## config.mk

```make
export PLATFORM = sky130hd
export DESIGN_NAME = acd_dispatch
export DESIGN_NICKNAME = d
export VERILOG_FILES = /design/src/hw/acd_pkg.sv /design/src/hw/acd_dispatch.sv
export SDC_FILE = /design/constraint.sdc
export NUM_CORES = 1
export LEC_CHECK = 0
export ABC_AREA = 1
export BUFFER_PORTS_ARGS = -buffer_cell sky130_fd_sc_hd__buf_4
export CAP_MARGIN = 25
export CORE_MARGIN = 4
export CORE_UTILIZATION = 35
export CTS_BUF_LIST = sky130_fd_sc_hd__clkbuf_8
export DETAILED_ROUTE_END_ITERATION = 8
export GPL_ROUTABILITY_DRIVEN = 0
export GPL_TIMING_DRIVEN = 1
export PLACE_DENSITY = 0.56
export SKIP_LAST_GASP = 1
export SYNTH_ARGS = -nofsm -noshare
export SYNTH_HDL_FRONTEND = slang
export SYNTH_SLANG_ARGS = --single-unit
```

## constraint.sdc

```tcl
create_clock -name clk_sys -period 2.2 [get_ports clk_sys]
set_input_delay 0.22 -clock clk_sys [delete_from_list [all_inputs] [get_ports clk_sys]]
set_output_delay 0.22 -clock clk_sys [all_outputs]
set_load 0.005 [all_outputs]
```

## src/hw/acd_pkg.sv

```systemverilog
// Constants, types and register map for the command dispatch block.
// Assumes a 10 MHz system clock and a 32-bit Avalon-MM register port.
package acd_pkg;

  // ----------------------------------------------------------------
  // Timing
  // ----------------------------------------------------------------
  localparam int unsigned CLK_HZ = 10_000_000;
  localparam int unsigned BSY_MAX_NS = 400;
  localparam int unsigned DRQ_PIO_OUT_NS = 700;
  localparam int unsigned BSY_MAX_CYC = (BSY_MAX_NS * (CLK_HZ / 1_000_000)) / 1000;
  localparam int unsigned DRQ_PIO_OUT_CYC = (DRQ_PIO_OUT_NS * (CLK_HZ / 1_000_000)) / 1000;

  // ----------------------------------------------------------------
  // Register byte offsets
  // ----------------------------------------------------------------
  localparam logic [5:0] OFF_FEATURE = 6'h04;
  localparam logic [5:0] OFF_SECCNT = 6'h08;
  localparam logic [5:0] OFF_SECNUM = 6'h0c;
  localparam logic [5:0] OFF_CYL_LO = 6'h10;
  localparam logic [5:0] OFF_CYL_HI = 6'h14;
  localparam logic [5:0] OFF_DEVHEAD = 6'h18;
  localparam logic [5:0] OFF_CMD_STAT = 6'h1c;
  localparam logic [5:0] OFF_ERROR = 6'h20;
  localparam logic [5:0] OFF_ALT_STAT = 6'h24;
  localparam logic [5:0] OFF_CONFIG = 6'h28;
  localparam logic [5:0] OFF_CONTROL = 6'h2c;
  localparam logic [5:0] OFF_DECODE = 6'h30;
  localparam logic [5:0] OFF_DOOR = 6'h34;

  // ----------------------------------------------------------------
  // Field positions
  // ----------------------------------------------------------------
  localparam int unsigned ST_BSY = 7;
  localparam int unsigned ST_DRDY = 6;
  localparam int unsigned ST_DRQ = 3;
  localparam int unsigned ST_ERR = 0;
  localparam int unsigned ER_MCR = 3;
  localparam int unsigned ER_ABRT = 2;
  localparam int unsigned DH_DEV = 4;
  localparam int unsigned CF_PM_SUP = 0;
  localparam int unsigned CF_LOCK_CAP = 1;
  localparam int unsigned CF_READY = 2;
  localparam int unsigned CF_DEV_ID = 3;
  localparam int unsigned CT_FINISH = 0;
  localparam int unsigned CT_FAIL = 1;
  localparam int unsigned VM_FR = 4;
  localparam int unsigned VM_SC = 3;
  localparam int unsigned VM_SN = 2;
  localparam int unsigned VM_CY = 1;
  localparam int unsigned VM_DH = 0;

  // ----------------------------------------------------------------
  // Reset values and diagnostic pass code
  // ----------------------------------------------------------------
  localparam logic [3:0] CONFIG_RST = 4'h7;
  localparam logic [7:0] SECCNT_RST = 8'h01;
  localparam logic [7:0] SECNUM_RST = 8'h01;
  localparam logic [7:0] ERROR_RST = 8'h01;
  localparam logic [7:0] DIAG_PASS = 8'h01;

  // ----------------------------------------------------------------
  // Protocol classes and power modes
  // ----------------------------------------------------------------
  localparam logic [2:0] CLS_NON_DATA = 3'h0;
  localparam logic [2:0] CLS_PIO_IN = 3'h1;
  localparam logic [2:0] CLS_PIO_OUT = 3'h2;
  localparam logic [2:0] CLS_DMA = 3'h3;
  localparam logic [2:0] CLS_VENDOR = 3'h4;
  localparam logic [2:0] CLS_RESERVED = 3'h5;
  localparam logic [1:0] PM_ACTIVE = 2'h0;
  localparam logic [1:0] PM_IDLE = 2'h1;
  localparam logic [1:0] PM_STANDBY = 2'h2;
  localparam logic [7:0] PM_CODE_STANDBY = 8'h00;
  localparam logic [7:0] PM_CODE_IDLE = 8'h80;
  localparam logic [7:0] PM_CODE_ACTIVE = 8'hff;

  // ----------------------------------------------------------------
  // Types
  // ----------------------------------------------------------------
  typedef enum logic [1:0] {ACD_IDLE, ACD_EXEC, ACD_XFER} acd_state_t;

  typedef struct packed {
    logic [2:0] cls;
    logic [4:0] vmask;
    logic impl;
  } acd_dec_t;

  typedef struct packed {
    acd_state_t st;
    logic [7:0] feature_param_reg;
    logic [7:0] sector_count_param;
    logic [7:0] sector_number_param;
    logic [7:0] cyl_lo;
    logic [7:0] cyl_hi;
    logic [7:0] device_head_param;
    logic [7:0] cmd;
    logic bsy;
    logic drq;
    logic err;
    logic [7:0] err_reg;
    logic intrq;
    logic locked;
    logic mcr_pend;
    logic btn;
    logic [1:0] pmode;
    logic [3:0] cfg;
    logic [2:0] dcls;
    logic [4:0] dvmask;
    logic [3:0] head_used;
    logic ack;
    logic [31:0] rdata;
    logic xfer_start;
    logic eject_pulse;
  } acd_st_t;

endpackage

```

## src/hw/acd_dispatch.sv

```systemverilog
// Command decode and dispatch front end with door lock and power query.
// Assumes synchronous inputs on clk_sys and an Avalon-MM master that
// holds each request until waitrequest is seen low.
//
// Operation
// - BSY or DRQ within 400 ns
// - PIO-out: BSY clear, DRQ set within 700 ns
// - Accept legacy and preferred power opcodes
// - Implement all mandatory commands
// - 20h/21h decode as PIO-in reads
// - 30h/31h decode as PIO-out writes
// - C8h-CBh decode as DMA commands
// - 40h/41h decode as non-data verify
// - Vendor opcodes flagged; others reserved
// - Use only parameters valid for command
// - Select-only commands ignore head field
// - Diagnostic runs regardless of device select
// - Status valid; error valid when ERR
// - Removable-media opcodes DBh-DDh abort
// - Power query loads 00h/80h/FFh, then INTRQ
// - No power management: query aborts
// - Lock when unlocked, good status
// - Locked: report button via MEDIA_CHANGE_REQUESTED_BIT and ERR
// - Not ready or incapable: ABRT and ERR
// - Locked ignores button; cleared by DFh/EDh/reset
// - DFh unlocks and re-enables button
`timescale 1ns/1ps
`default_nettype none

module acd_dispatch (
  // Clock, reset, enable
  input wire logic clk_sys,
  input wire logic rst_n,
  input wire logic clk_en,
  // Avalon-MM register slave
  input wire logic [5:0] avs_address,
  input wire logic avs_read,
  input wire logic avs_write,
  input wire logic [31:0] avs_writedata,
  input wire logic [3:0] avs_byteenable,
  output logic [31:0] avs_readdata,
  output logic avs_waitrequest,
  // Media and host signalling
  input wire logic eject_req_btn,
  output logic intrq,
  output logic door_locked,
  output logic media_eject,
  // Transfer engine hand-off
  output logic xfer_start,
  output logic [2:0] xfer_class,
  output logic [3:0] xfer_head
);

  // ----------------------------------------------------------------
  // Opcode decode
  // ----------------------------------------------------------------
  function automatic acd_pkg::acd_dec_t decode(input logic [7:0] op);
    acd_pkg::acd_dec_t d;
    d.cls = acd_pkg::CLS_NON_DATA;
    d.vmask = 5'h00;
    d.impl = 1'b0;
    casez (op)
      8'h20, 8'h21: begin
        d.cls = acd_pkg::CLS_PIO_IN;
        d.vmask = 5'h0f;
        d.impl = 1'b1;
      end
      8'h22, 8'h23, 8'hc4: begin
        d.cls = acd_pkg::CLS_PIO_IN;
        d.vmask = 5'h0f;
      end
      8'h30, 8'h31: begin
        d.cls = acd_pkg::CLS_PIO_OUT;
        d.vmask = 5'h0f;
        d.impl = 1'b1;
      end
      8'h32, 8'h33, 8'h3c, 8'hc5: begin
        d.cls = acd_pkg::CLS_PIO_OUT;
        d.vmask = 5'h0f;
      end
      8'hc8, 8'hc9, 8'hca, 8'hcb: begin
        d.cls = acd_pkg::CLS_DMA;
        d.vmask = 5'h0f;
        d.impl = 1'b1;
      end
      8'h40, 8'h41: begin
        d.vmask = 5'h0f;
        d.impl = 1'b1;
      end
      8'h7?: begin
        d.vmask = 5'h07;
        d.impl = 1'b1;
      end
      8'h90, 8'hed, 8'hde, 8'hdf, 8'h94, 8'h95, 8'h99, 8'he0, 8'he1, 8'he6: begin
        d.impl = 1'b1;
      end
      8'h91: begin
        d.vmask = 5'h09;
        d.impl = 1'b1;
      end
      8'h96, 8'h97, 8'h98, 8'he2, 8'he3, 8'he5: begin
        d.vmask = 5'h08;
        d.impl = 1'b1;
      end
      8'hec: begin
        d.cls = acd_pkg::CLS_PIO_IN;
        d.impl = 1'b1;
      end
      8'hee: d.cls = acd_pkg::CLS_DMA;
      8'he4: d.cls = acd_pkg::CLS_PIO_IN;
      8'he8: d.cls = acd_pkg::CLS_PIO_OUT;
      8'h92: begin
        d.cls = acd_pkg::CLS_PIO_OUT;
        d.vmask = 5'h1e;
      end
      8'heb: begin
        d.cls = acd_pkg::CLS_PIO_OUT;
        d.vmask = 5'h18;
      end
      8'hea, 8'hef: d.vmask = 5'h10;
      8'hb0: d.vmask = 5'h12;
      8'hc6: d.vmask = 5'h08;
      8'h00: d.vmask = 5'h01;
      8'h1?: d.vmask = 5'h00;
      8'hdb, 8'hdc, 8'hdd, 8'h50, 8'h9a, 8'b1100_00??, 8'h8?, 8'hf?: begin
        d.cls = acd_pkg::CLS_VENDOR;
      end
      default: d.cls = acd_pkg::CLS_RESERVED;
    endcase
    return d;
  endfunction

  // Completion: status valid, error valid under ERR, interrupt raised.
  function automatic acd_pkg::acd_st_t finish(input acd_pkg::acd_st_t s,
                                               input logic abort);
    acd_pkg::acd_st_t r;
    r = s;
    r.st = acd_pkg::ACD_IDLE;
    r.bsy = 1'b0;
    r.drq = 1'b0;
    r.intrq = 1'b1;
    if (abort) begin
      r.err = 1'b1;
      r.err_reg[acd_pkg::ER_ABRT] = 1'b1;
    end
    return r;
  endfunction

  // ----------------------------------------------------------------
  // State
  // ----------------------------------------------------------------
  acd_pkg::acd_st_t q_ff;
  acd_pkg::acd_st_t nxt_q;
  acd_pkg::acd_dec_t dec_cmd;
  acd_pkg::acd_dec_t dec_new;

  assign dec_cmd = decode(q_ff.cmd);
  assign dec_new = decode(avs_writedata[7:0]);

  always_comb begin
    logic acc;
    logic wr;
    logic [7:0] wd;
    logic [31:0] rv;
    logic sel;
    logic cfg_ok;
    acc = 1'b0;
    wr = 1'b0;
    wd = 8'h00;
    rv = 32'h0000_0000;
    sel = 1'b0;
    cfg_ok = 1'b0;
    nxt_q = q_ff;
    nxt_q.xfer_start = 1'b0;
    nxt_q.eject_pulse = 1'b0;

    // ----------------------------------------------------------------
    // Bus slave: one wait state, data registered in the first cycle
    // ----------------------------------------------------------------
    acc = (avs_read | avs_write) & ~q_ff.ack;
    nxt_q.ack = acc;
    unique case (avs_address)
      acd_pkg::OFF_FEATURE: rv[7:0] = q_ff.feature_param_reg;
      acd_pkg::OFF_SECCNT: rv[7:0] = q_ff.sector_count_param;
      acd_pkg::OFF_SECNUM: rv[7:0] = q_ff.sector_number_param;
      acd_pkg::OFF_CYL_LO: rv[7:0] = q_ff.cyl_lo;
      acd_pkg::OFF_CYL_HI: rv[7:0] = q_ff.cyl_hi;
      acd_pkg::OFF_DEVHEAD: rv[7:0] = q_ff.device_head_param;
      acd_pkg::OFF_CMD_STAT, acd_pkg::OFF_ALT_STAT: begin
        rv[acd_pkg::ST_BSY] = q_ff.bsy;
        rv[acd_pkg::ST_DRDY] = q_ff.cfg[acd_pkg::CF_READY] & ~q_ff.bsy;
        rv[acd_pkg::ST_DRQ] = q_ff.drq;
        rv[acd_pkg::ST_ERR] = q_ff.err;
      end
      acd_pkg::OFF_ERROR: rv[7:0] = q_ff.err_reg;
      acd_pkg::OFF_CONFIG: rv[3:0] = q_ff.cfg;
      acd_pkg::OFF_DECODE: rv[11:0] = {q_ff.head_used, q_ff.dcls, q_ff.dvmask};
      acd_pkg::OFF_DOOR: rv[4:0] = {q_ff.pmode, q_ff.btn, q_ff.mcr_pend, q_ff.locked};
      default: rv = 32'h0000_0000;
    endcase
    if (acc && avs_read) begin
      nxt_q.rdata = rv;
    end
    wr = avs_write & q_ff.ack & avs_byteenable[0];
    wd = avs_writedata[7:0];
    // Reading status acknowledges the interrupt; a new one set below wins
    if (avs_read && q_ff.ack && avs_address == acd_pkg::OFF_CMD_STAT) begin
      nxt_q.intrq = 1'b0;
    end

    // ----------------------------------------------------------------
    // Register writes
    // ----------------------------------------------------------------
    // Parameter writes while busy are dropped so a running command
    // keeps the values it was issued with.
    if (wr && !q_ff.bsy && !q_ff.drq) begin
      unique case (avs_address)
        acd_pkg::OFF_FEATURE: nxt_q.feature_param_reg = wd;
        acd_pkg::OFF_SECCNT: nxt_q.sector_count_param = wd;
        acd_pkg::OFF_SECNUM: nxt_q.sector_number_param = wd;
        acd_pkg::OFF_CYL_LO: nxt_q.cyl_lo = wd;
        acd_pkg::OFF_CYL_HI: nxt_q.cyl_hi = wd;
        acd_pkg::OFF_DEVHEAD: nxt_q.device_head_param = wd;
        acd_pkg::OFF_CONFIG: nxt_q.cfg = wd[3:0];
        acd_pkg::OFF_CMD_STAT: begin
          sel = q_ff.device_head_param[acd_pkg::DH_DEV] == q_ff.cfg[acd_pkg::CF_DEV_ID];
          if (sel || wd == 8'h90) begin
            nxt_q.cmd = wd;
            nxt_q.bsy = 1'b1;
            nxt_q.err = 1'b0;
            nxt_q.err_reg = 8'h00;
            nxt_q.intrq = 1'b0;
            nxt_q.dcls = dec_new.cls;
            nxt_q.dvmask = dec_new.vmask;
            nxt_q.st = acd_pkg::ACD_EXEC;
          end
        end
        default: ;
      endcase
    end

    // ----------------------------------------------------------------
    // Command execution
    // ----------------------------------------------------------------
    cfg_ok = q_ff.cfg[acd_pkg::CF_READY] & q_ff.cfg[acd_pkg::CF_LOCK_CAP];
    unique case (q_ff.st)
      acd_pkg::ACD_IDLE: ;
      acd_pkg::ACD_EXEC: begin
        // Head bits pass only where the device/head register is fully valid
        nxt_q.head_used = dec_cmd.vmask[acd_pkg::VM_DH] ?
                          q_ff.device_head_param[3:0] : 4'h0;
        if (!dec_cmd.impl) begin
          nxt_q = finish(nxt_q, 1'b1);
        end else begin
          unique casez (q_ff.cmd)
            8'h98, 8'he5: begin
              if (!q_ff.cfg[acd_pkg::CF_PM_SUP]) begin
                nxt_q = finish(nxt_q, 1'b1);
              end else begin
                unique case (q_ff.pmode)
                  acd_pkg::PM_STANDBY: nxt_q.sector_count_param = acd_pkg::PM_CODE_STANDBY;
                  acd_pkg::PM_IDLE: nxt_q.sector_count_param = acd_pkg::PM_CODE_IDLE;
                  default: nxt_q.sector_count_param = acd_pkg::PM_CODE_ACTIVE;
                endcase
                nxt_q = finish(nxt_q, 1'b0);
              end
            end
            8'h94, 8'h96, 8'h99, 8'he0, 8'he2, 8'he6: begin
              if (q_ff.cfg[acd_pkg::CF_PM_SUP]) begin
                nxt_q.pmode = acd_pkg::PM_STANDBY;
              end
              nxt_q = finish(nxt_q, !q_ff.cfg[acd_pkg::CF_PM_SUP]);
            end
            8'h95, 8'h97, 8'he1, 8'he3: begin
              if (q_ff.cfg[acd_pkg::CF_PM_SUP]) begin
                nxt_q.pmode = acd_pkg::PM_IDLE;
              end
              nxt_q = finish(nxt_q, !q_ff.cfg[acd_pkg::CF_PM_SUP]);
            end
            8'h90: begin
              nxt_q.sector_count_param = acd_pkg::SECCNT_RST;
              nxt_q.sector_number_param = acd_pkg::SECNUM_RST;
              nxt_q.cyl_lo = 8'h00;
              nxt_q.cyl_hi = 8'h00;
              nxt_q.device_head_param = 8'h00;
              nxt_q = finish(nxt_q, 1'b0);
              nxt_q.err_reg = acd_pkg::DIAG_PASS;
            end
            8'hde: begin
              if (!cfg_ok) begin
                nxt_q = finish(nxt_q, 1'b1);
              end else if (!q_ff.locked) begin
                nxt_q.locked = 1'b1;
                nxt_q = finish(nxt_q, 1'b0);
              end else if (eject_req_btn || q_ff.mcr_pend) begin
                nxt_q = finish(nxt_q, 1'b0);
                nxt_q.err = 1'b1;
                nxt_q.err_reg[acd_pkg::ER_MCR] = 1'b1;
                nxt_q.mcr_pend = 1'b0;
              end else begin
                nxt_q = finish(nxt_q, 1'b0);
              end
            end
            8'hdf: begin
              if (cfg_ok) begin
                nxt_q.locked = 1'b0;
                nxt_q.mcr_pend = 1'b0;
              end
              nxt_q = finish(nxt_q, !cfg_ok);
            end
            8'hed: begin
              if (q_ff.cfg[acd_pkg::CF_READY]) begin
                nxt_q.locked = 1'b0;
                nxt_q.mcr_pend = 1'b0;
                nxt_q.eject_pulse = 1'b1;
              end
              nxt_q = finish(nxt_q, !q_ff.cfg[acd_pkg::CF_READY]);
            end
            default: begin
              if (dec_cmd.cls == acd_pkg::CLS_NON_DATA) begin
                nxt_q = finish(nxt_q, 1'b0);
              end else begin
                // Data protocols hand over to the transfer engine
                nxt_q.xfer_start = 1'b1;
                nxt_q.st = acd_pkg::ACD_XFER;
                if (dec_cmd.cls != acd_pkg::CLS_DMA) begin
                  nxt_q.bsy = 1'b0;
                  nxt_q.drq = 1'b1;
                end
                if (dec_cmd.cls == acd_pkg::CLS_PIO_IN) begin
                  nxt_q.intrq = 1'b1;
                end
              end
            end
          endcase
        end
      end
      acd_pkg::ACD_XFER: begin
        if (wr && avs_address == acd_pkg::OFF_CONTROL && wd[acd_pkg::CT_FINISH]) begin
          nxt_q = finish(nxt_q, wd[acd_pkg::CT_FAIL]);
        end
      end
      default: nxt_q.st = acd_pkg::ACD_IDLE;
    endcase

    // ----------------------------------------------------------------
    // Eject button: press while locked only records the request
    // ----------------------------------------------------------------
    if (eject_req_btn && !q_ff.btn) begin
      if (nxt_q.locked) begin
        nxt_q.mcr_pend = 1'b1;
      end else begin
        nxt_q.eject_pulse = 1'b1;
      end
    end
    nxt_q.btn = eject_req_btn;
  end

  // ----------------------------------------------------------------
  // State register
  // ----------------------------------------------------------------
  always_ff @(posedge clk_sys or negedge rst_n) begin
    if (!rst_n) begin
      q_ff <= '0;
      q_ff.st <= acd_pkg::ACD_IDLE;
      q_ff.sector_count_param <= acd_pkg::SECCNT_RST;
      q_ff.sector_number_param <= acd_pkg::SECNUM_RST;
      q_ff.err_reg <= acd_pkg::ERROR_RST;
      q_ff.pmode <= acd_pkg::PM_ACTIVE;
      q_ff.cfg <= acd_pkg::CONFIG_RST;
      q_ff.locked <= 1'b0;
    end else if (clk_en) begin
      q_ff <= nxt_q;
    end
  end

  assign avs_waitrequest = (avs_read | avs_write) & ~q_ff.ack;
  assign avs_readdata = q_ff.rdata;
  assign intrq = q_ff.intrq;
  assign door_locked = q_ff.locked;
  assign media_eject = q_ff.eject_pulse;
  assign xfer_start = q_ff.xfer_start;
  assign xfer_class = q_ff.dcls;
  assign xfer_head = q_ff.head_used;

endmodule // acd_dispatch

`default_nettype wire

```

# After elaboration in Yosys (flattened, before gate mapping)
# Index checks and enable logic that the tools add are counted.
dict set report totals {
  word_cells 280
  register_bits 126
}
dict set report classes {
  n_eq_ne 132
  reduce_logical 43
  n_bitwise 14
  muxes 66
}
# operator n
set ops {}
lappend ops {{$pmux 126 s7} 1}
lappend ops {{$eq 8x8->1 const B} 74}
lappend ops {{$mux 126} 2}
lappend ops {{$pmux 124 s2} 1}
lappend ops {{$mux 66} 3}
lappend ops {{$eq 8x6->1 const B} 18}
lappend ops {{$mux 116} 1}
lappend ops {{$mux 8} 8}
lappend ops {{$mux 59} 1}
lappend ops {{$reduce_or 26->1} 2}
lappend ops {{$eq 6x6->1 const B} 8}
lappend ops {{$eq 8x7->1 const B} 6}
lappend ops {{$pmux 5 s9} 1}
lappend ops {{$reduce_or 17->1} 2}
lappend ops {{$mux 32} 1}
lappend ops {{$mux 10} 3}
lappend ops {{$pmux 3 s5} 2}
lappend ops {{$reduce_or 29->1} 1}
lappend ops {{$reduce_or 7->1} 4}
lappend ops {{$eq 6x5->1 const B} 4}
lappend ops {{$pmux 1 s11} 2}
lappend ops {{$pmux 2 s10} 1}
lappend ops {{$mux 1} 18}
lappend ops {{$mux 2} 9}
lappend ops {{other kinds (39)} 82}

# Depth between registers and ports, before layout
# Gate-level depths: netlist of run 1.
dict set report depth {
  depth_word 14
  depth_mapped 15
  depth_no_buf 15
}

# Worst setup path after synthesis of run 1
# OpenSTA, ideal clock, no wires.
dict set report synth_path {
  kind {register to register}
  startpoint {register q_ff[124] (netlist name)}
  endpoint {register q_ff[103] (netlist name)}
  arrival_ns 1.716
  setup_time_ns 0.133
  slack_ns 0.352
  n_path_buf 1
  synth_period_minus_slack_ns 1.848
  stages_incl_launch_ff 9
  path_cell_list {dfrtp_1 inv_1 ha_1 inv_1 nor2_1 o21ai_2 nand2_1 buf_2 o22ai_1}
}
dict set report synth_via {
  elab_chain_cells 2
  word_cells_on_any_way 3
}
# element line_no
set synth_rtl {}
lappend synth_rtl {{from (decl)} acd_dispatch.sv:152} ;# acd_pkg::acd_st_t q_ff;
lappend synth_rtl {{from (signal assigned)} acd_dispatch.sv:373} ;# q_ff <= nxt_q;
lappend synth_rtl {{$eq 2x2->1 or $eq 2x1->1 (tied branches)} acd_dispatch.sv:246} ;# unique case (q_ff.st)
lappend synth_rtl {{$pmux 124 s2 *} acd_dispatch.sv:246}
# Mark *: on every way between the ends. The rest lies on a longest branch, timed or not.
# A chain may end at the register's enable or synchronous reset.

# Worst setup path in the final report of run 1
dict set report layout_path {
  startpoint {register q_ff[75] (netlist name)}
  endpoint {register q_ff[66] (netlist name)}
}
dict set report layout_via {
  elab_chain_cells 8
  word_cells_on_any_way 74
}
# element line_no
set layout_rtl {}
lappend layout_rtl {{$eq 8x8->1, or another cell as far along} {acd_dispatch.sv:62, acd_dispatch.sv:255}}
lappend layout_rtl {{$reduce_or 26->1 (no line), or another cell as far along} -}
lappend layout_rtl {{$pmux 3 s5} acd_dispatch.sv:62} ;# casez (op)
lappend layout_rtl {{$logic_not 3->1} acd_dispatch.sv:320} ;# if (dec_cmd.cls == acd_pkg::CLS_NON_DATA) begin
lappend layout_rtl {{$mux 2} acd_dispatch.sv:320}
lappend layout_rtl {{$pmux 126 s7} acd_dispatch.sv:255} ;# unique casez (q_ff.cmd)
lappend layout_rtl {{$mux 126} acd_dispatch.sv:252} ;# if (!dec_cmd.impl) begin
lappend layout_rtl {{$pmux 124 s2} acd_dispatch.sv:246}
# Several ways; a longest one is shown, not always the timed one. The select of a mux whose other input is x is not followed.

==> impl_metrics.ini, run 1 <==
[timing]
layout_min_cycle_time_ns = 1.96
final_max_slew_viol_count = 0
skew_ns = 0.0102
finalHoldViolations = 0
timing.final.crit_share_pct = 88.9
worstMarginPinSlew_ns = 0.569
finalSetupTns_ns = 0
max_freq_mhz = 511
setup_violations = 0
rsz0062_at_grt = false
relSlewSlack_pct = 62.0

[place]
place_hpwl_um = 16400
dpl.cell_count = 1296
io_buffers = 44

[synthesis]
synth_most_common_cell = nand2_1
ys_ff_latch = 106
yosys.area.top_type_share_pct = 35.6
syn_area_um2 = 7030
avgSynthCellArea_um2 = 6.95
post-synth-top-area-cell = dfrtp_1
synth.area.top_cells = dfrtp_1 (36%), nand2_1 (14%), inv_1 (7.0%)
synthArstFlopShare_pct = 100
ys_seq_area_share_pct = 37.8
yosys_warnings = 0
synth_enable_flop_cells = 0
synth_ff_type = dfrtp_1
syn-instance-count = 1011
netlist_top_cells_count = nand2_1 (255), inv_1 (132), dfrtp_1 (100), nor2_1 (100), o21ai_0 (78)
ys_types = 50

[die]
io_pins = 92
die-area_um2 = 22400
die_height_um = 150
die_w_um = 150
num_rows = 51
core_area_um2 = 19600
start_util_pct = 35.9

[clock_tree]
cts_resized = 0
post-cts-setup-buffers = 0
clock-sinks = 106
cts_tree = built
clockBufferDepth = 2
clk_latency_ns = 0.39
numCtsBuffers = 9
htreeDepth = 3
cts-root-buf = clkbuf_8
path_clk_slew_ns = 0.10

[layout]
antennaDiodeCount = 0
drive_gt1_share_pct = 12.7
nets = 1097
instances_no_fill = 1313
area_growth_syn_to_layout_pct = 10.3

[grt]
grt_pass1_vias = 6257
grt_pass1_wl_um = 34500
grt_max_degree = 50
grtUsageTotal_pct = 19.7
grt_overflow = 0
antenna_found_initial = 0

[worst_setup_path]
start_kind = flop
r2r_start = q_ff[75]
reg2reg_depth = 9
crit_fanout = 7
crit_type = flop to flop
r2r_end = q_ff[66]
r2r_slack_ns = 0.24
cp.required_ns = 2.52
critical_path_arrival_ns = 2.28
endpoint_kind = flop

[power]
power.density_nw_per_um2 = 568
p_leak_nw = 3.94
ir_drop_uv = 303

[outcome]
run_status = finished clean

[hold_path]
hp-class = primary input to flop
min_delay_path_depth = 3
hold_end = q_ff[53]
min_from = eject_req_btn

[route]
viasPerCell = 5.12
routed_wl_um = 21700
num_vias = 6727
drc = 0
drtPass1Iterations = 5
postRouteAntennaNets = 0
wl_per_cell_um = 16.5
drt_iter0_drc = 546

[job]
maxCapViolations = 0
-- cell type report --
type	count	area, um^2
sequential	106	2660
tap	265	332
inverter	140	526
timing repair buffer	71	561
clock inverter	6	58.8
clock buffer	10	138
fill	2140	11800
multi-input combinational	715	3480
-- worst max-delay path, cell delays in order (launching register included) --
cell,delay [ns]
dfrtp_1,0.48
nor2_1,0.25
nand3_1,0.20
nor2_1,0.16
a21oi_1,0.07
nand3b_1,0.15
nand2_1,0.12
nor3_1,0.25
nor2_1,0.09
a21oi_1,0.11
-- report_power, final --
group	switching [mW]	leakage, nW	internal (mW)
Sequential	0.115	1.34	2.17
Clock	0.692	0.111	0.553
Combinational	0.556	2.49	0.315
Total	1.36	3.94	3.04
-- flip-flops by register name, indices dropped and copies added, names as in the netlist --
register,count
q_ff,83
avs_readdata,12
xfer_head,4
xfer_class,3
door_locked,1
intrq,1
media_eject,1
xfer_start,1
-- layer usage --
metal  track usage [%]  part of all wire (%)
met1              29.2                    48
met2              29.4                    44
met3              3.66                   6.3
met4              5.22                   2.2
met5                 0                     0
-- metrics by stage --
stage / hold slack, ns / utilization [%] / total power, mW / area (um^2) / setup slack (ns)
global placement: 0.130 / 38.5 / 3.17 / 7550 / 0.295
CTS: 0.0245 / 39.6 / 4.44 / 7750 / 0.263
finish: 0.0395 / 39.6 / 4.40 / 7750 / 0.243
floorplan: -0.0756 / - / 2.91 / 7100 / 0.352
detailed placement: 0.130 / 38.5 / 3.19 / 7550 / 0.292
global route: 0.0596 / 39.6 / 4.66 / 7750 / 0.0338
-- worst max-delay path by stage --
stage,start,endpoint,slack [ns],depth (start not counted)
CTS,q_ff[71],xfer_head[1],0.26,8
global route,q_ff[75],q_ff[66],0.03,9
floorplan,q_ff[124],q_ff[103],0.35,8
global placement,q_ff[124],q_ff[93],0.29,8
finish,q_ff[75],q_ff[66],0.24,9
detailed placement,q_ff[71],xfer_head[1],0.29,8
-- logic make-up (layout without fill, tap and decap cells) --
logic type	count (synthesis)	count (layout)	share of synthesized area (%)
AOI/OAI and AO/OA	208	208	17.3
xor gates and xnor gates	1	1	0.125
adders and majority gates	6	6	1.07
buffers and inverters	209	227	13.7
DFF	106	106	37.8
muxes	1	1	0.160
other	1	20	0.0533
and+or+nand+nor	479	479	29.8
-- layout by cell type, fill, tap and decap left out, types with 3 or more instances in the layout --
master	instances
nor2_4	3
a211oi_1	4
buf_4	68
o22ai_1	53
o2111ai_1	3
o211ai_1	5
conb_1	20
clkbuf_8	10
inv_2	6
nand4_1	10
o21ai_1	12
a221oi_1	5
o21a_1	3
a21oi_1	30
o21ai_0	78
a31oi_1	5
dfstp_2	6
inv_1	135
nand2_1	255
ha_1	6
nand2_2	12
nand3_1	52
nor2_2	10
dfrtp_1	100
nand3_2	4
nor2_1	100
nor3_1	22
-- timing repair --
item | 4_1_cts | 5_1_grt
setup endpoints to repair | 0 | 0
endpoints found under the hold margin | 16 | 0
hold buffers | 1 | 0
Power figures use the tool's default switching activity.
==> inputs of run 2 (changes only) <==
--- a/config.mk
+++ b/config.mk
@@ -15,6 +15,7 @@
 export GPL_ROUTABILITY_DRIVEN = 0
 export GPL_TIMING_DRIVEN = 1
-export PLACE_DENSITY = 0.56
+export PLACE_DENSITY = 0.63
 export SKIP_LAST_GASP = 1
+export SLEW_MARGIN = 30
 export SYNTH_ARGS = -nofsm -noshare
 export SYNTH_HDL_FRONTEND = slang
==> constraint.sdc (replaced) <==
create_clock -name clk_sys -period 2.2 [get_ports clk_sys]
set_input_delay 0.33 -clock clk_sys [delete_from_list [all_inputs] [get_ports clk_sys]]
set_output_delay 0.33 -clock clk_sys [all_outputs]
set_load 0.005 [all_outputs]
==> run 2 against run 1 <==
Against the previous run:
- sequential share of layout area grew 0.11 points
- clock power shrank 4%
- largest cell class unchanged
- routed wire length shrank 2.5%
- count of clock-buffer cells in the layout grew 1
- combinational power grew 0.6%
- first-iteration DRC count grew 32%
- via count grew 0.59%
- clock skew grew 0.0033 ns
- cell count shrank 0.15%
- register-to-register slack lost 0.02 ns
- maximum frequency shrank 1.1%
==> impl_metrics.ini, run 2 (synthesis results as in run 1) <==
[outcome]
run_status = finished clean

[worst_setup_path]
crit_fanout = 6
endpoint_kind = flop
start_kind = flop
crit_type = flop to flop
cp.required_ns = 2.47
critical_path_arrival_ns = 2.25

[clock_tree]
cts_tree = built
cts-root-buf = clkbuf_8
post-cts-setup-buffers = 0
numCtsBuffers = 9
clk_latency_ns = 0.40
clock-sinks = 106
path_clk_slew_ns = 0.10
htreeDepth = 3
clockBufferDepth = 2

[timing]
finalSetupTns_ns = 0
timing.final.ws_setup_ns = 0.222
layout_min_cycle_time_ns = 1.98
rsz0062_at_grt = false
relSlewSlack_pct = 62.1
final_max_slew_viol_count = 0
timing.final.crit_share_pct = 89.9
skew_ns = 0.0135
setup_violations = 0
finalHoldViolations = 0
worstMarginPinSlew_ns = 0.568
max_freq_mhz = 505

[grt]
grt_pass1_wl_um = 32800
grt_pass1_vias = 6212
grt_overflow = 0
grtUsageTotal_pct = 18.7
antenna_found_initial = 0
grt_max_degree = 51

[layout]
layout_commonest_cell = nand2_1
largest_register = q_ff
drive_gt1_share_pct = 12.7
largest_register_ffs = 83
nets = 1096
final_cell_mix = nand2_1 (255), inv_1 (133), nor2_1 (100), dfrtp_1 (100), o21ai_0 (78)
antennaDiodeCount = 0
fill_cells = 2094
area_growth_syn_to_layout_pct = 9.95

[place]
place_hpwl_um = 15900
post-place-ws_ns = 0.141
io_buffers = 44

[die]
start_util_pct = 35.9
core_area_um2 = 19600
die_height_um = 150
die-area_um2 = 22400
num_rows = 51
die_w_um = 150
io_pins = 92

[route]
drc = 0
routed_wl_um = 21100
drt_iter0_drc = 721
postRouteAntennaNets = 0
drtPass1Iterations = 5
num_vias = 6767
viasPerCell = 5.16
wl_per_cell_um = 16.1

[power]
p_leak_nw = 3.92
ir_drop_uv = 284
p_total_mw = 4.35
power.density_nw_per_um2 = 563

[hold_path]
hp-class = primary input to flop

[job]
maxCapViolations = 0
[run 2: changes by cell type in the layout (fill, tap and decap cells not counted)]
cell	change
buf_4	-1
bufinv_16	-1
clkbuf_8	+1
clkinv_4	-1
clkinvlp_4	+2
inv_1	-2
[run 2: through the flow]
step           util [%]  cells  hold WS [ns]  instance area [um^2]
3_3_place_gp       38.5   1295         0.295                  7540
5_1_grt            39.5   1311         0.161                  7730
2_1_floorplan         -   1030        0.0344                  7100
4_1_cts            39.5   1311         0.133                  7730
3_5_place_dp       38.5   1295         0.302                  7540
6_report           39.5   1311         0.143                  7730
[run 2: area by class of cell]
cell class / instances / area [um^2] / share of cell area [%]
Inverter: 140 / 526 / 6.80
Timing Repair Buffer: 70 / 553 / 7.15
Clock buffer: 11 / 151 / 1.96
Sequential cell: 106 / 2660 / 34.4
Clock inverter: 4 / 27.5 / 0.356
Multi-Input combinational cell: 715 / 3480 / 45.0
Tap cell: 265 / 332 / 4.29
[run 2: final timing paths]
kind	cells after the start	end	slack (ns)	startpoint
worst min register to register	2	avs_readdata[9]	0.49	avs_readdata[9]
worst max register to register	7	q_ff[61]	0.22	q_ff[124]
min in group asynchronous	2	q_ff[95]	0.40	rst_n
max in group asynchronous	3	q_ff[80]	1.08	rst_n
worst max-delay path	7	q_ff[61]	0.22	q_ff[124]
worst min-delay path	3	q_ff[53]	0.14	eject_req_btn
[run 2: critical path, stage by stage (launching register included)]
cell and delay, ns:
dfrtp_1 0.42, inv_1 0.10, ha_1 0.39, inv_1 0.09
nor2_1 0.17, o21ai_2 0.16, o21ai_1 0.43, nor2_1 0.08
[run 2: repair_timing]
action	CTS	global route
hold buffers	1	0
gates resized for setup	0	0
endpoints found under the hold margin	29	0
[run 2: metal layers]
metal | vias up | routed length (um) | global-route usage [%]
li1 | 3315 | - | -
met1 | 3137 | 9700 | 26.9
met4 | 0 | 504 | 5.17
met3 | 41 | 1780 | 4.00
met5 | - | 0 | 0
met2 | 274 | 9130 | 28.4
[run 2: where the power goes]
part	internal, mW	total (mW)	switching, mW
Clock	0.469	1.19	0.720
Sequential	2.17	2.29	0.117
Combinational	0.316	0.875	0.560
Total	2.96	4.35	1.40
